===== src/verilog/ptdsb_map.vh =====
// Constants for the PHY training debug status bus slice: field positions, offsets, resets, counts
`ifndef PTDSB_MAP_VH
`define PTDSB_MAP_VH

// ------------------------------------------------------------------
// Slice geometry, positions relative to bit 368 of the test bus
// ------------------------------------------------------------------
`define PTDSB_SLICE_W        88
`define PTDSB_IDLESYM_LSB    0
`define PTDSB_IDLEOS_LSB     8
`define PTDSB_LINKPAD_LSB    16
`define PTDSB_LANEPAD_LSB    24
`define PTDSB_TSNUM_LSB      32
`define PTDSB_LANES_LSB      40
`define PTDSB_DESKEW_LSB     48
`define PTDSB_DESKERR_LSB    72
`define PTDSB_ELASTIC_LSB    80
`define PTDSB_RXCOND_LSB     84
`define PTDSB_INVERT_BIT     87

// ------------------------------------------------------------------
// Field widths and counts
// ------------------------------------------------------------------
`define PTDSB_LANES          4
`define PTDSB_DESKEW_W       3
`define PTDSB_ELASTIC_W      4
`define PTDSB_RXCOND_W       3
`define PTDSB_TSPARAM_W      16
`define PTDSB_IDLE_RUN       4'h8
`define PTDSB_STATE_W        5

// ------------------------------------------------------------------
// One-hot configured lane codes
// ------------------------------------------------------------------
`define PTDSB_LANES_NONE     4'h0
`define PTDSB_LANES_X1       4'h1
`define PTDSB_LANES_X2       4'h2
`define PTDSB_LANES_X4       4'h4

// ------------------------------------------------------------------
// Register offsets and reset values
// ------------------------------------------------------------------
`define PTDSB_ADDR_W         4
`define PTDSB_REG_CTRL       4'h0
`define PTDSB_REG_ERR        4'h4
`define PTDSB_REG_STAT       4'h8
`define PTDSB_CTRL_RESET     1'h0
`define PTDSB_CTRL_EXTPHY    0

`endif


===== src/verilog/ptdsb_top.v =====
// PHY training debug status bus slice with a small control and status register port
//
// Added by the designer: the register offsets and the plain strobed port.
`timescale 1ns/1ps
`include "ptdsb_map.vh"

//
// Contract
// RULE1: Flag a lane after eight consecutive idle data symbols; useful in idle states.
// RULE2: Upper four bits of every eight-bit per-lane field read zero.
// RULE3: Flag a lane once an idle ordered set is received on it.
// RULE4: Flag a lane whose received training set has PAD as link number.
// RULE5: Flag a lane whose received training set has PAD as lane number.
// RULE6: Count consecutive identical training sets since state entry; wrap after maximum.
// RULE7: Take the identical count from logical lane zero, following lane reversal.
// RULE8: Report configured lanes one-hot: 0001 one, 0010 two, 0100 four.
// RULE9: Expose three-bit deskew FIFO fill per physical lane, lane zero lowest.
// RULE10: Set a per-lane error flag whenever that lane's deskew FIFO overflows.
// RULE11: A deskew overflow is a receive port error and starts link retraining.
// RULE12: Expose four-bit elastic buffer fill for lanes zero and one.
// RULE13: With an external PIPE PHY, elastic fill and receive status mean nothing.
// RULE14: Lane zero receive status uses the eight-entry PIPE status code.
// RULE15: Lane zero polarity bit shows the request to invert received data.
// RULE16: Received training set flags clear whenever training enters a new state.
// RULE17: All slice fields are registered on the core clock, reset to zero.
module ptdsb_top (
  // Clock and reset
  input  wire                                    mclk,
  input  wire                                    rstn,
  // Register port
  input  wire [`PTDSB_ADDR_W-1:0]                regAddr,
  input  wire [31:0]                             regWrData,
  input  wire                                    regWrStrobe,
  input  wire                                    regRdStrobe,
  output reg  [31:0]                             regRdData_reg,
  // Training state machine
  input  wire [`PTDSB_STATE_W-1:0]               ltssmState,
  input  wire                                    linkTrained,
  input  wire [1:0]                              trainedWidth,
  input  wire                                    laneReversed,
  // Per-lane receive events, bit n is physical lane n
  input  wire [`PTDSB_LANES-1:0]                 symValid,
  input  wire [`PTDSB_LANES-1:0]                 symIsIdle,
  input  wire [`PTDSB_LANES-1:0]                 idleOsSeen,
  input  wire [`PTDSB_LANES-1:0]                 tsSeen,
  input  wire [`PTDSB_LANES-1:0]                 tsIsSecond,
  input  wire [`PTDSB_LANES-1:0]                 tsLinkPad,
  input  wire [`PTDSB_LANES-1:0]                 tsLanePad,
  input  wire [`PTDSB_LANES*`PTDSB_TSPARAM_W-1:0] tsParams,
  // Deskew FIFOs
  input  wire [`PTDSB_LANES*`PTDSB_DESKEW_W-1:0] deskewFill,
  input  wire [`PTDSB_LANES-1:0]                 deskewOverflow,
  // Coding sublayer, lanes zero and one
  input  wire [`PTDSB_ELASTIC_W-1:0]             elasticFillLaneA,
  input  wire [`PTDSB_ELASTIC_W-1:0]             elasticFillLaneB,
  input  wire [`PTDSB_RXCOND_W-1:0]              laneAReceiveCondition,
  input  wire                                    laneAInvertRequest,
  // Debug outputs
  output reg  [`PTDSB_SLICE_W-1:0]               debugSlice_reg,
  output reg  [`PTDSB_ELASTIC_W-1:0]             elasticFillLaneBOut_reg,
  output reg                                     retrainRequest_reg
);

  // ------------------------------------------------------------------
  // Helper functions
  // ------------------------------------------------------------------

  // Width code 1 = x1, 2 = x2, 3 = x4; nothing before training ends
  function [3:0] laneOneHot;
    input       trained;
    input [1:0] width;
    begin
      if (!trained) begin
        laneOneHot = `PTDSB_LANES_NONE;
      end else begin
        case (width)
          2'h1:    laneOneHot = `PTDSB_LANES_X1;
          2'h2:    laneOneHot = `PTDSB_LANES_X2;
          2'h3:    laneOneHot = `PTDSB_LANES_X4;
          default: laneOneHot = `PTDSB_LANES_NONE;
        endcase
      end
    end
  endfunction

  // Physical lane carrying logical lane zero; reversal maps it to the top lane
  function [1:0] logicalZeroLane;
    input       reversed;
    input [1:0] width;
    begin
      if (!reversed) begin
        logicalZeroLane = 2'h0;
      end else begin
        case (width)
          2'h2:    logicalZeroLane = 2'h1;
          2'h3:    logicalZeroLane = 2'h3;
          default: logicalZeroLane = 2'h0;
        endcase
      end
    end
  endfunction

  // Pad a four-lane flag vector into an eight-bit per-lane field
  function [7:0] laneField;
    input [3:0] flags;
    begin
      laneField = {4'h0, flags};
    end
  endfunction

  // ------------------------------------------------------------------
  // Declarations
  // ------------------------------------------------------------------
  reg  [`PTDSB_STATE_W-1:0]  prevState_reg;
  reg                        externalPhy_reg;
  reg  [`PTDSB_LANES-1:0]    deskewError_reg;
  reg  [`PTDSB_LANES-1:0]    deskewError_next;
  reg  [31:0]                rdValue;
  reg  [`PTDSB_SLICE_W-1:0]  debugSlice_next;
  wire                       stateEntry;
  wire [`PTDSB_LANES-1:0]    eightIdle;
  wire [`PTDSB_LANES-1:0]    idleOsFlag;
  wire [`PTDSB_LANES-1:0]    linkPadFlag;
  wire [`PTDSB_LANES-1:0]    lanePadFlag;
  wire [`PTDSB_LANES-1:0]    firstTsFlag;
  wire [`PTDSB_LANES-1:0]    secondTsFlag;
  wire [1:0]                 zeroLane;
  wire                       zeroTsSeen;
  wire [`PTDSB_TSPARAM_W-1:0] zeroTsParams;
  wire [7:0]                 identicalCount;
  wire [3:0]                 lanesOneHot;
  wire                       wrErr;
  genvar                     lane;

  // ------------------------------------------------------------------
  // State entry detection
  // ------------------------------------------------------------------

  // Any change of state code is an entry; the pulse lines up with the first
  // cycle in the new state, so an event there still sets its flag
  assign stateEntry = (ltssmState != prevState_reg);

  always @(posedge mclk) begin
    if (!rstn) begin
      prevState_reg <= {`PTDSB_STATE_W{1'b0}};
    end else begin
      prevState_reg <= ltssmState;
    end
  end

  // ------------------------------------------------------------------
  // Per-lane flag monitors
  // ------------------------------------------------------------------
  generate
    for (lane = 0; lane < `PTDSB_LANES; lane = lane + 1) begin : gLane
      ptdsb_lane_mon uMon (
        .mclk                      (mclk),
        .rstn                      (rstn),
        .stateEntry                (stateEntry),
        .symValid                  (symValid[lane]),
        .symIsIdle                 (symIsIdle[lane]),
        .idleOsSeen                (idleOsSeen[lane]),
        .tsSeen                    (tsSeen[lane]),
        .tsIsSecond                (tsIsSecond[lane]),
        .tsLinkPad                 (tsLinkPad[lane]),
        .tsLanePad                 (tsLanePad[lane]),
        .eightIdleSymbolsSeen_reg  (eightIdle[lane]),
        .idleOsFlag_reg            (idleOsFlag[lane]),
        .linkPadFlag_reg           (linkPadFlag[lane]),
        .lanePadFlag_reg           (lanePadFlag[lane]),
        .firstTrainingSetSeen_reg  (firstTsFlag[lane]),
        .secondTrainingSetSeen_reg (secondTsFlag[lane])
      );
    end
  endgenerate

  // ------------------------------------------------------------------
  // Identical training set count on logical lane zero
  // ------------------------------------------------------------------
  assign zeroLane     = logicalZeroLane(laneReversed, trainedWidth); // RULE7
  assign zeroTsSeen   = tsSeen[zeroLane]; // RULE7
  assign zeroTsParams = tsParams[zeroLane*`PTDSB_TSPARAM_W +: `PTDSB_TSPARAM_W]; // RULE7

  // Reversal changing mid-state would merge two lanes' runs; it only moves
  // during configuration, where a state change restarts the count anyway
  ptdsb_ts_count uTsCount (
    .mclk               (mclk),
    .rstn               (rstn),
    .stateEntry         (stateEntry),
    .tsSeen             (zeroTsSeen),
    .tsParams           (zeroTsParams),
    .identicalCount_reg (identicalCount)
  );

  assign lanesOneHot = laneOneHot(linkTrained, trainedWidth); // RULE8

  // ------------------------------------------------------------------
  // Deskew overflow errors and retrain request
  // ------------------------------------------------------------------

  // Error bits stay until software clears them; retraining changes the
  // state, so clearing on state entry would hide the cause
  assign wrErr = regWrStrobe & (regAddr == `PTDSB_REG_ERR);

  always @* begin
    deskewError_next = deskewError_reg;
    if (wrErr) begin
      deskewError_next = deskewError_reg & ~regWrData[`PTDSB_LANES-1:0];
    end
    deskewError_next = deskewError_next | deskewOverflow; // RULE10
  end

  always @(posedge mclk) begin
    if (!rstn) begin
      deskewError_reg    <= {`PTDSB_LANES{1'b0}};
      retrainRequest_reg <= 1'h0;
    end else begin
      deskewError_reg    <= deskewError_next; // RULE10
      retrainRequest_reg <= |deskewOverflow; // RULE11
    end
  end

  // ------------------------------------------------------------------
  // Control register
  // ------------------------------------------------------------------
  always @(posedge mclk) begin
    if (!rstn) begin
      externalPhy_reg <= `PTDSB_CTRL_RESET;
    end else if (regWrStrobe && regAddr == `PTDSB_REG_CTRL) begin
      externalPhy_reg <= regWrData[`PTDSB_CTRL_EXTPHY];
    end
  end

  // ------------------------------------------------------------------
  // Debug slice assembly
  // ------------------------------------------------------------------

  // Elastic fill and receive status fields are forced to zero with an external PHY rather
  // than passing whatever the unused ports float to
  always @* begin
    debugSlice_next = {`PTDSB_SLICE_W{1'b0}};
    debugSlice_next[`PTDSB_IDLESYM_LSB +: 8] = laneField(eightIdle); // RULE2
    debugSlice_next[`PTDSB_IDLEOS_LSB +: 8]  = laneField(idleOsFlag); // RULE2
    debugSlice_next[`PTDSB_LINKPAD_LSB +: 8] = laneField(linkPadFlag); // RULE2
    debugSlice_next[`PTDSB_LANEPAD_LSB +: 8] = laneField(lanePadFlag); // RULE2
    debugSlice_next[`PTDSB_TSNUM_LSB +: 8]   = identicalCount; // RULE6
    debugSlice_next[`PTDSB_LANES_LSB +: 4]   = lanesOneHot; // RULE8
    debugSlice_next[`PTDSB_DESKEW_LSB +: `PTDSB_LANES*`PTDSB_DESKEW_W] = deskewFill; // RULE9
    debugSlice_next[`PTDSB_DESKERR_LSB +: 8] = laneField(deskewError_reg); // RULE2
    if (!externalPhy_reg) begin
      debugSlice_next[`PTDSB_ELASTIC_LSB +: `PTDSB_ELASTIC_W] = elasticFillLaneA; // RULE12
      debugSlice_next[`PTDSB_RXCOND_LSB +: `PTDSB_RXCOND_W]   = laneAReceiveCondition; // RULE14
    end
    debugSlice_next[`PTDSB_INVERT_BIT] = laneAInvertRequest; // RULE15
  end

  always @(posedge mclk) begin
    if (!rstn) begin
      debugSlice_reg          <= {`PTDSB_SLICE_W{1'b0}}; // RULE17
      elasticFillLaneBOut_reg <= {`PTDSB_ELASTIC_W{1'b0}};
    end else begin
      debugSlice_reg <= debugSlice_next; // RULE17
      if (externalPhy_reg) begin
        elasticFillLaneBOut_reg <= {`PTDSB_ELASTIC_W{1'b0}}; // RULE13
      end else begin
        elasticFillLaneBOut_reg <= elasticFillLaneB; // RULE12
      end
    end
  end

  // ------------------------------------------------------------------
  // Register read port
  // ------------------------------------------------------------------

  // Status reads the live registered slice, training set flags straight from the lane monitors
  always @* begin
    rdValue = 32'h0000_0000;
    case (regAddr)
      `PTDSB_REG_CTRL: begin
        rdValue[`PTDSB_CTRL_EXTPHY] = externalPhy_reg;
      end
      `PTDSB_REG_ERR: begin
        rdValue[`PTDSB_LANES-1:0] = deskewError_reg;
      end
      `PTDSB_REG_STAT: begin
        rdValue[3:0]   = debugSlice_reg[`PTDSB_LANES_LSB +: 4];
        rdValue[15:8]  = debugSlice_reg[`PTDSB_TSNUM_LSB +: 8];
        rdValue[18:16] = debugSlice_reg[`PTDSB_RXCOND_LSB +: `PTDSB_RXCOND_W]; // RULE13
        rdValue[19]    = debugSlice_reg[`PTDSB_INVERT_BIT];
        rdValue[27:24] = firstTsFlag; // RULE16
        rdValue[31:28] = secondTsFlag; // RULE16
      end
      default: begin
        rdValue = 32'h0000_0000;
      end
    endcase
  end

  // Read data stand for one cycle only, zero otherwise
  always @(posedge mclk) begin
    if (!rstn) begin
      regRdData_reg <= 32'h0000_0000;
    end else if (regRdStrobe) begin
      regRdData_reg <= rdValue;
    end else begin
      regRdData_reg <= 32'h0000_0000;
    end
  end

endmodule // ptdsb_top


===== src/verilog/ptdsb_lane_mon.v =====
// Per-lane receive flag monitor for training ordered sets and idle symbols
`timescale 1ns/1ps
`include "ptdsb_map.vh"

module ptdsb_lane_mon (
  // Clock and reset
  input  wire       mclk,
  input  wire       rstn,
  // Training state change
  input  wire       stateEntry,
  // Received symbol and ordered set events
  input  wire       symValid,
  input  wire       symIsIdle,
  input  wire       idleOsSeen,
  input  wire       tsSeen,
  input  wire       tsIsSecond,
  input  wire       tsLinkPad,
  input  wire       tsLanePad,
  // Sticky flags
  output reg        eightIdleSymbolsSeen_reg,
  output reg        idleOsFlag_reg,
  output reg        linkPadFlag_reg,
  output reg        lanePadFlag_reg,
  output reg        firstTrainingSetSeen_reg,
  output reg        secondTrainingSetSeen_reg
);

  reg  [3:0] idleRun_reg;
  wire       runDone;

  assign runDone = symValid & symIsIdle & (idleRun_reg >= (`PTDSB_IDLE_RUN - 4'h1));

  // ------------------------------------------------------------------
  // Idle run counter: a non-idle symbol breaks the run
  // ------------------------------------------------------------------
  always @(posedge mclk) begin
    if (!rstn) begin
      idleRun_reg <= 4'h0;
    end else if (symValid && !symIsIdle) begin
      idleRun_reg <= 4'h0;
    end else if (symValid && idleRun_reg != `PTDSB_IDLE_RUN) begin
      idleRun_reg <= idleRun_reg + 4'h1; // RULE1
    end
  end

  // ------------------------------------------------------------------
  // Flags clear on each new training state; an event in that cycle wins
  // ------------------------------------------------------------------
  always @(posedge mclk) begin
    if (!rstn) begin
      eightIdleSymbolsSeen_reg  <= 1'h0;
      idleOsFlag_reg            <= 1'h0;
      linkPadFlag_reg           <= 1'h0;
      lanePadFlag_reg           <= 1'h0;
      firstTrainingSetSeen_reg  <= 1'h0;
      secondTrainingSetSeen_reg <= 1'h0;
    end else begin
      eightIdleSymbolsSeen_reg  <= runDone | (eightIdleSymbolsSeen_reg & ~stateEntry); // RULE1
      idleOsFlag_reg            <= idleOsSeen | (idleOsFlag_reg & ~stateEntry); // RULE3
      linkPadFlag_reg           <= (tsSeen & tsLinkPad) | (linkPadFlag_reg & ~stateEntry); // RULE4
      lanePadFlag_reg           <= (tsSeen & tsLanePad) | (lanePadFlag_reg & ~stateEntry); // RULE5
      firstTrainingSetSeen_reg  <= (tsSeen & ~tsIsSecond) |
                                   (firstTrainingSetSeen_reg & ~stateEntry); // RULE16
      secondTrainingSetSeen_reg <= (tsSeen & tsIsSecond) |
                                   (secondTrainingSetSeen_reg & ~stateEntry); // RULE16
    end
  end

endmodule // ptdsb_lane_mon


===== src/verilog/ptdsb_ts_count.v =====
// Consecutive identical training set counter for the logical lane zero stream
`timescale 1ns/1ps
`include "ptdsb_map.vh"

module ptdsb_ts_count (
  // Clock and reset
  input  wire                          mclk,
  input  wire                          rstn,
  // Training state change
  input  wire                          stateEntry,
  // Training set from the selected lane
  input  wire                          tsSeen,
  input  wire [`PTDSB_TSPARAM_W-1:0]   tsParams,
  // Count
  output reg  [7:0]                    identicalCount_reg
);

  reg  [`PTDSB_TSPARAM_W-1:0] lastParams_reg;
  reg                         haveLast_reg;

  // ------------------------------------------------------------------
  // Count wraps 0xff to 0x00 by plain 8-bit overflow; a set arriving
  // on the state entry cycle starts the new run at one
  // ------------------------------------------------------------------
  always @(posedge mclk) begin
    if (!rstn) begin
      identicalCount_reg <= 8'h00;
      lastParams_reg     <= {`PTDSB_TSPARAM_W{1'b0}};
      haveLast_reg       <= 1'h0;
    end else if (tsSeen) begin
      lastParams_reg <= tsParams;
      haveLast_reg   <= 1'h1;
      if (haveLast_reg && !stateEntry && tsParams == lastParams_reg) begin
        identicalCount_reg <= identicalCount_reg + 8'h01; // RULE6
      end else begin
        identicalCount_reg <= 8'h01; // RULE6
      end
    end else if (stateEntry) begin
      identicalCount_reg <= 8'h00; // RULE6
      haveLast_reg       <= 1'h0;
    end
  end

endmodule // ptdsb_ts_count


===== config.mk =====
export PLATFORM = sky130hd
export DESIGN_NAME = ptdsb_top
export DESIGN_NICKNAME = d
export VERILOG_FILES = /design/src/verilog/ptdsb_top.v /design/src/verilog/ptdsb_lane_mon.v /design/src/verilog/ptdsb_ts_count.v
export VERILOG_INCLUDE_DIRS = /design/src /design/src/verilog
export SDC_FILE = /design/constraint.sdc
export NUM_CORES = 1
export LEC_CHECK = 0
export ABC_CLOCK_PERIOD_IN_PS = 5700
export BUFFER_PORTS_ARGS = -buffer_cell sky130_fd_sc_hd__buf_2
export CORE_ASPECT_RATIO = 0.7
export CORE_MARGIN = 5
export CORE_UTILIZATION = 50
export DETAILED_ROUTE_END_ITERATION = 8
export PLACE_DENSITY = 0.95
export SLEW_MARGIN = 20
export SYNTH_ARGS = -nofsm -noshare
export SYNTH_HDL_FRONTEND = slang
export SYNTH_HIERARCHICAL = 1
export SYNTH_SLANG_ARGS = --single-unit
export TNS_END_PERCENT = 1

===== constraint.sdc =====
create_clock -name mclk -period 5.7 [get_ports mclk]
set_input_delay 1.14 -clock mclk [delete_from_list [all_inputs] [get_ports mclk]]
set_output_delay 1.14 -clock mclk [all_outputs]
set_load 0.03 [all_outputs]

==> run metrics, run 1 <==
status=finished, final reports clean; DRT Pass-1 Iters=4; Slew HR=between 50% and 60%; CTS H-tree lvls=4; CP max FO=33; cts hold-fix bufs=0; initial DRC count=approximately 140; mux contribution to synthesized area=under 10%; Rows=34; Initial Util=slightly above 50%; pin count of the biggest net entering global routing=between 70 and 80; Num CTS Buffers=17; Crit path buffers/inverters=3; DR WL/cell=14.50 um; Die H=roughly 100 um; Post-Synth XOR/XNOR Area=3.636%; largest family of logic cells by synthesized area=simple AND/OR/NAND/NOR gates; WP data required=6050 ps; post-synthesis adder-cell area fraction=roughly 1.8%; Synth Instances=around 640; PD cells=323.6 nW/um^2; Synth Area in Compound Gates=10.23%; total power=about 2.5 mW; crit-path max cell delay=between 500 and 600 ps; Synth Flop Type=dfxtp_1; Worst Hold Path EP=regRdData_reg[3]; Hold Path Cell Cnt=2; VDD IR-drop max=about 0.25 mV; Inserted Diodes=0; share of the synthesized area in the top cell type=49.55%; IO buf count=a little over 200; most frequent CP cell=buf_4; max reg flops=between 50 and 60; I/O pins=294; flops & latches, synth=around 160; critical path's top delay family=simple AND/OR/NAND/NOR gates; chip width=143.8 um; most frequent cells in the layout=204 x buf_2, 155 x dfxtp_1, 81 x and2_1, 46 x nor2b_1, 45 x conb_1; Placed Instance Area=7252 sq um; final hold violation count=0; CP endpoint kind=flip-flop; simple-gate area share of the yosys netlist=between 20% and 30%; Setup TNS Final=0 ps; share of cells above drive strength 1=29.51%; critical path class=in2reg; Synth Cell Area=around 6300 sq um; clk slew on worst S/H paths=approximately 70 ps; Post-DP HPWL=between 10 and 15 mm; Yosys top cell by area=dfxtp_1; DRC violations left=0; Leak Pwr=3.761 nW; Total GRT Usage=a little under a fifth; Post-CTS Repair Setup Buffers=0; fin area=slightly below 8000 sq um; sequential fraction of the synthesis area=about half; Tmin final=2937 ps; RSZ-0062 raised after global routing=no; R2R cell count=8; Post-synth EDFFs=0; Tightest Pin Transition=~700 ps; max-slew violations=0; max cap viols=0; final worst-path cycle share=51.52%; vias in the first global route=between 4000 and 5000; vias per inst=4.818; grt total ovfl=0; commonest non-fill, non-tap cell in the layout=buf_2; Clock Skew=between 10 and 15 ps; routability cong.=0.8423; Skew-Pair Late Insertion Delay=410 ps; worst r2r dst=uTsCount/identicalCount_reg[1]; crit path cell chain=buf_2 -> and2_2 -> buf_4 -> nor2_1 -> a21oi_2 -> buf_4 -> nand3_1 -> nor3_4 -> and2_4 -> a32o_2; fin nets=between 1000 and 1500; TritonCTS Sinks=about 160; post-place setup slack=between 1500 and 2000 ps; post_cts resized=0; Post-Route WL=14.73 mm; Finished Core Util=63.54%; Antenna Nets Post-Route=0; first-pass GRT wire length=22.79 mm; vias post-DR=between 4000 and 5000; Max Freq=0.3405 GHz; final setup fails=0; r2r setup slk=about 3400 ps; hold_sp=deskewError_reg[3]; Die ar.=approximately 15000 sq um; cell types occupying the most area after synthesis=dfxtp_1 50%, and2_1 8.2%, buf_4 5.9%; Worst Setup Start Kind=input pin; antenna violations before repair=0; Hold WC Path Type=reg2reg; Worst Slack Setup Final=around 2800 ps; CP arrival=~3300 ps; area of the core=between 10000 and 15000 sq um; asr flop ratio synth=0%; total number of yosys warnings=6; RR Startpoint=prevState_reg[0]; Synth cell types=47; Area growth syn-to-layout=25.17%; Bufs on Longest Clock Path=2; CTS tree=yes; mean area per synthesized cell=about 9.9 sq um; slowest CP cell=and2_2; root buf cell=clkbuf_16
-- per-stage QoR --
step | hold WS [ps] | std cells
final | 453.6 | 1016
after global routing | 466.7 | 1016
after CTS | 453.0 | 1016
after detailed placement | 438.9 | 985
after global placement | 431.6 | 985
after floorplan | 414.9 | 679
-- metal layers --
layer	global-route usage, %	vias to the layer above	wire length (um)
li1	-	2456	-
met1	21.74	2252	5928
met2	34.29	172	7563
met3	5.021	15	1121
met4	4.906	0	114
met5	0	-	0
-- cells by family (layout without fill, tap and decap cells) --
logic type | Yosys count | after routing
AOI/OAI and AO/OA | 98 | 98
adders and majority gates | 9 | 9
buffers and inverters | 89 | 264
and+or+nand+nor | 224 | 224
xor gates and xnor gates | 26 | 26
DFF | 155 | 155
other | 1 | 45
muxes | 33 | 33
-- worst max path at each step --
stage                         start                              to  slack, ps  depth (start not counted)
floorplan           trainedWidth[0]  uTsCount/identicalCount_reg[1]       2960                          9
global placement    trainedWidth[1]  uTsCount/identicalCount_reg[1]       1950                         10
detailed placement  trainedWidth[1]  uTsCount/identicalCount_reg[1]       1930                         10
CTS                 trainedWidth[1]  uTsCount/identicalCount_reg[1]       2360                         10
global route        trainedWidth[1]  uTsCount/identicalCount_reg[1]       2570                         10
finish              trainedWidth[1]  uTsCount/identicalCount_reg[1]       2760                         10
-- worst register-to-register path, cell delays in order, from the launching register on --
cell and delay, ps:
dfxtp_1 310, xor2_1 150, nor3_1 310, nand3_1 440
nor2b_1 290, nand3_1 140, nor3_4 270, and2_4 220
a32o_2 160
-- power by group --
part	total [mW]	leakage, nW	switching [mW]	internal (mW)
sequential	1.14	1.27	0.0210	1.12
clock	1.12	0.286	0.460	0.656
combinational	0.277	2.21	0.170	0.106
-- layout make-up --
class	instances	area [sq um]
repair buffers	208	1051
flip-flops and latches	155	3103
clock inverters	13	156.4
clock buffers	18	429.2
inverters	25	93.84
well taps	162	202.7
fillers	1026	4498
multi-input cells	435	2803
-- Yosys cell counts, types with 8 or more instances --
cell type / count
o21ai_0: 14
nand4_1: 8
inv_1: 21
a21oi_1: 35
nand2_1: 23
nor2b_1: 46
mux2i_1: 33
ha_1: 9
dfxtp_1: 155
and2_1: 82
a22oi_1: 19
xnor2_1: 19
buf_4: 49
nor2_1: 32
Power figures use the tool's default switching activity.
==> run 2: changes to the inputs <==
--- a/config.mk
+++ b/config.mk
@@ -6,13 +6,13 @@
 export SDC_FILE = /design/constraint.sdc
 export NUM_CORES = 1
 export LEC_CHECK = 0
-export ABC_CLOCK_PERIOD_IN_PS = 5700
+export ABC_CLOCK_PERIOD_IN_PS = 3000
 export BUFFER_PORTS_ARGS = -buffer_cell sky130_fd_sc_hd__buf_2
 export CORE_ASPECT_RATIO = 0.7
 export CORE_MARGIN = 5
-export CORE_UTILIZATION = 50
+export CORE_UTILIZATION = 47
 export DETAILED_ROUTE_END_ITERATION = 8
-export PLACE_DENSITY = 0.95
+export PLACE_DENSITY = 0.92
 export SLEW_MARGIN = 20
 export SYNTH_ARGS = -nofsm -noshare
 export SYNTH_HDL_FRONTEND = slang
==> constraint.sdc (replaced) <==
create_clock -name mclk -period 3 [get_ports mclk]
set_input_delay 0.6 -clock mclk [delete_from_list [all_inputs] [get_ports mclk]]
set_output_delay 0.6 -clock mclk [all_outputs]
set_load 0.03 [all_outputs]
==> run 2 against run 1 <==
  * Routed wire length up 0.16%
  * Count of clock-buffer cells in the layout unchanged
  * Sequential power grew 90%
  * Total power up 93%
  * Register-to-register slack worse by 2200 ps
  * Setup slack got worse by 1900 ps
  * Critical path type unchanged
  * Critical endpoint unchanged
==> run metrics, run 2 (same netlist as run 1, synthesis figures left out) <==
met1 WL=6.357 mm (+7.2%); VDD IR-drop max=0.3369 mV (+36%); Rows=35 (+2.9%); PD cells=619.2 nW/um^2 (+91%); cts hold-fix bufs=0 (unchanged); Setup TNS Final=0 ps (unchanged); CP endpoint kind=flip-flop; clock power share=44.8% (+0.8 points); sw frac=26.25% (+0.59 points); most frequent cells in the layout=204 x buf_2, 155 x dfxtp_1, 82 x and2_1, 46 x nor2b_1, 45 x conb_1; grt total ovfl=0 (unchanged); area of the core=13090 sq um (+6.1%); Post-Route WL=14.75 mm (+0.16%); Hold WC Path Type=in2reg; antenna violations before repair=2 (+2); Slew HR=64.39% (+11 points); CTS tree=yes; Switch Pwr=1.283 mW (+97%); wire length on met3=1.103 mm (-1.6%); Area growth syn-to-layout=26.07%; share of cells above drive strength 1=29.80% (+0.29 points); Top Metal Used=met5; pin count of the biggest net entering global routing=64 (-9.9%); DRT Pass-1 Iters=4 (unchanged); Initial Util=47.83% (-2.9 points); Tmin final=2159 ps; crit path cell chain=buf_2 -> and2_1 -> buf_4 -> nor2_1 -> a21oi_1 -> xnor2_1 -> nand4_1 -> nor3_4 -> and2_4 -> a32o_2; IO buf count=204 (unchanged); final setup fails=0 (unchanged); Finished Core Util=60.30% (-3.2 points); Die ar.=15770 sq um (+5.8%); slowest CP cell=nor3_4; Bufs on Longest Clock Path=2 (unchanged); post_cts resized=0 (unchanged); crit-path max cell delay=330 ps (-180 ps); commonest non-fill, non-tap cell in the layout=buf_2; initial DRC count=193 (+37%); fill count=1103 (+7.5%); DR WL/cell=14.39 um (-0.72%); Leak Pwr=3.788 nW (+0.72%); vias post-DR=4893 (-0.041%); RSZ-0062 raised after global routing=no; Placed Instance Area=7287 sq um (+0.48%); Antenna Nets Post-Route=0 (unchanged); final worst-path cycle share=71.97%; Hold Worst Slack=382.8 ps (-70.78 ps); internal power=3.605 mW (+91%); routability cong.=0.8310 (-1.3%); total power=4.888 mW (+93%); Skew-Pair Late Insertion Delay=410 ps (about the same); max reg flops=51 (unchanged); Die H=106.6 um (+2.8%); DRC violations left=0 (unchanged); max cap viols=0 (unchanged); CP arrival=2510 ps (-770 ps); CP max FO=32 (-3.0%); Post-DP HPWL=11.27 mm (+0.97%); WP data required=3350 ps (-2700 ps); root buf cell=clkbuf_16; Worst Setup Start Kind=input pin; routed wl met2=7.054 mm (-6.7%); Clock Skew=13.10 ps (+2.542 ps); TritonCTS Sinks=155 (unchanged); Sequential Power Share=44.4% (-0.7 points); chip width=148.0 um (+2.9%); max-slew violations=0 (unchanged); Inserted Diodes=0 (unchanged); Max Freq=~0.46 GHz; Tightest Pin Transition=533.0 ps (-164.4 ps); clk slew on worst S/H paths=70 ps (about the same); I/O pins=294 (unchanged); critical path's top delay family=simple AND/OR/NAND/NOR gates; Crit path buffers/inverters=2 (-1); critical path class=in2reg; vias in the first global route=4704 (-2.2%); Total GRT Usage=17.82% (-1.1 points); Num CTS Buffers=17 (unchanged); fin nets=1024 (+0.39%); vias per inst=4.774 (-0.92%); CTS H-tree lvls=4 (unchanged); Post-CTS Repair Setup Buffers=0 (unchanged); final hold violation count=0 (unchanged); first-pass GRT wire length=22.70 mm (-0.39%); fin area=7895 sq um (+0.72%); Comb pwr share=10.8% (about the same); status=finished, final reports clean
[run 2: cell types whose count changed in the layout (fill, tap and decap cells not counted), sizes merged]
cell / before / now
buf: 208 / 212
inv: 28 / 29
[run 2: worst paths after layout]
path	start	cells after the start	slack [ps]	to
setup / recovery	trainedWidth[1]	10	840	uTsCount/identicalCount_reg[1]
hold / removal	regWrData[3]	2	380	deskewError_reg[3]
setup reg to reg	prevState_reg[0]	8	1110	uTsCount/identicalCount_reg[1]
hold reg to reg	debugSlice_reg[38]	1	450	regRdData_reg[14]
[run 2: final cells by class]
type                       instances  area [sq um]  share of cell area, %
inverter                          25         93.84                  1.189
sequential                       155          3103                  39.30
timing repair buffer             212          1081                  13.69
clock buffer                      18         429.2                  5.436
clock inverter                    14         178.9                  2.266
tap                              166         207.7                  2.631
multi-input combinational        435          2801                  35.48
[run 2: through the flow]
stage                     std cells  worst slack (ps)
after global placement          993             448.2
after detailed placement        993             433.1
after global routing           1025             699.9
final                          1025             840.9
after CTS                      1025             859.4
after floorplan                 679             804.0
[run 2: per-layer routing]
layer	track usage (%)	vias up
li1	-	2460
met1	22.10	2215
met2	29.93	196
met3	5.365	18
met4	5.669	4
met5	0	-
[run 2: power by group through the flow]
stage	Sequential [mW]	Clock [mW]	Combinational, mW
6_report	2.17	2.19	0.527
3_5_place_dp	2.22	0	0.527
4_1_cts	2.17	2.23	0.529
5_1_grt	2.18	2.32	0.578
2_1_floorplan	2.27	0	0.341
3_3_place_gp	2.22	0	0.514
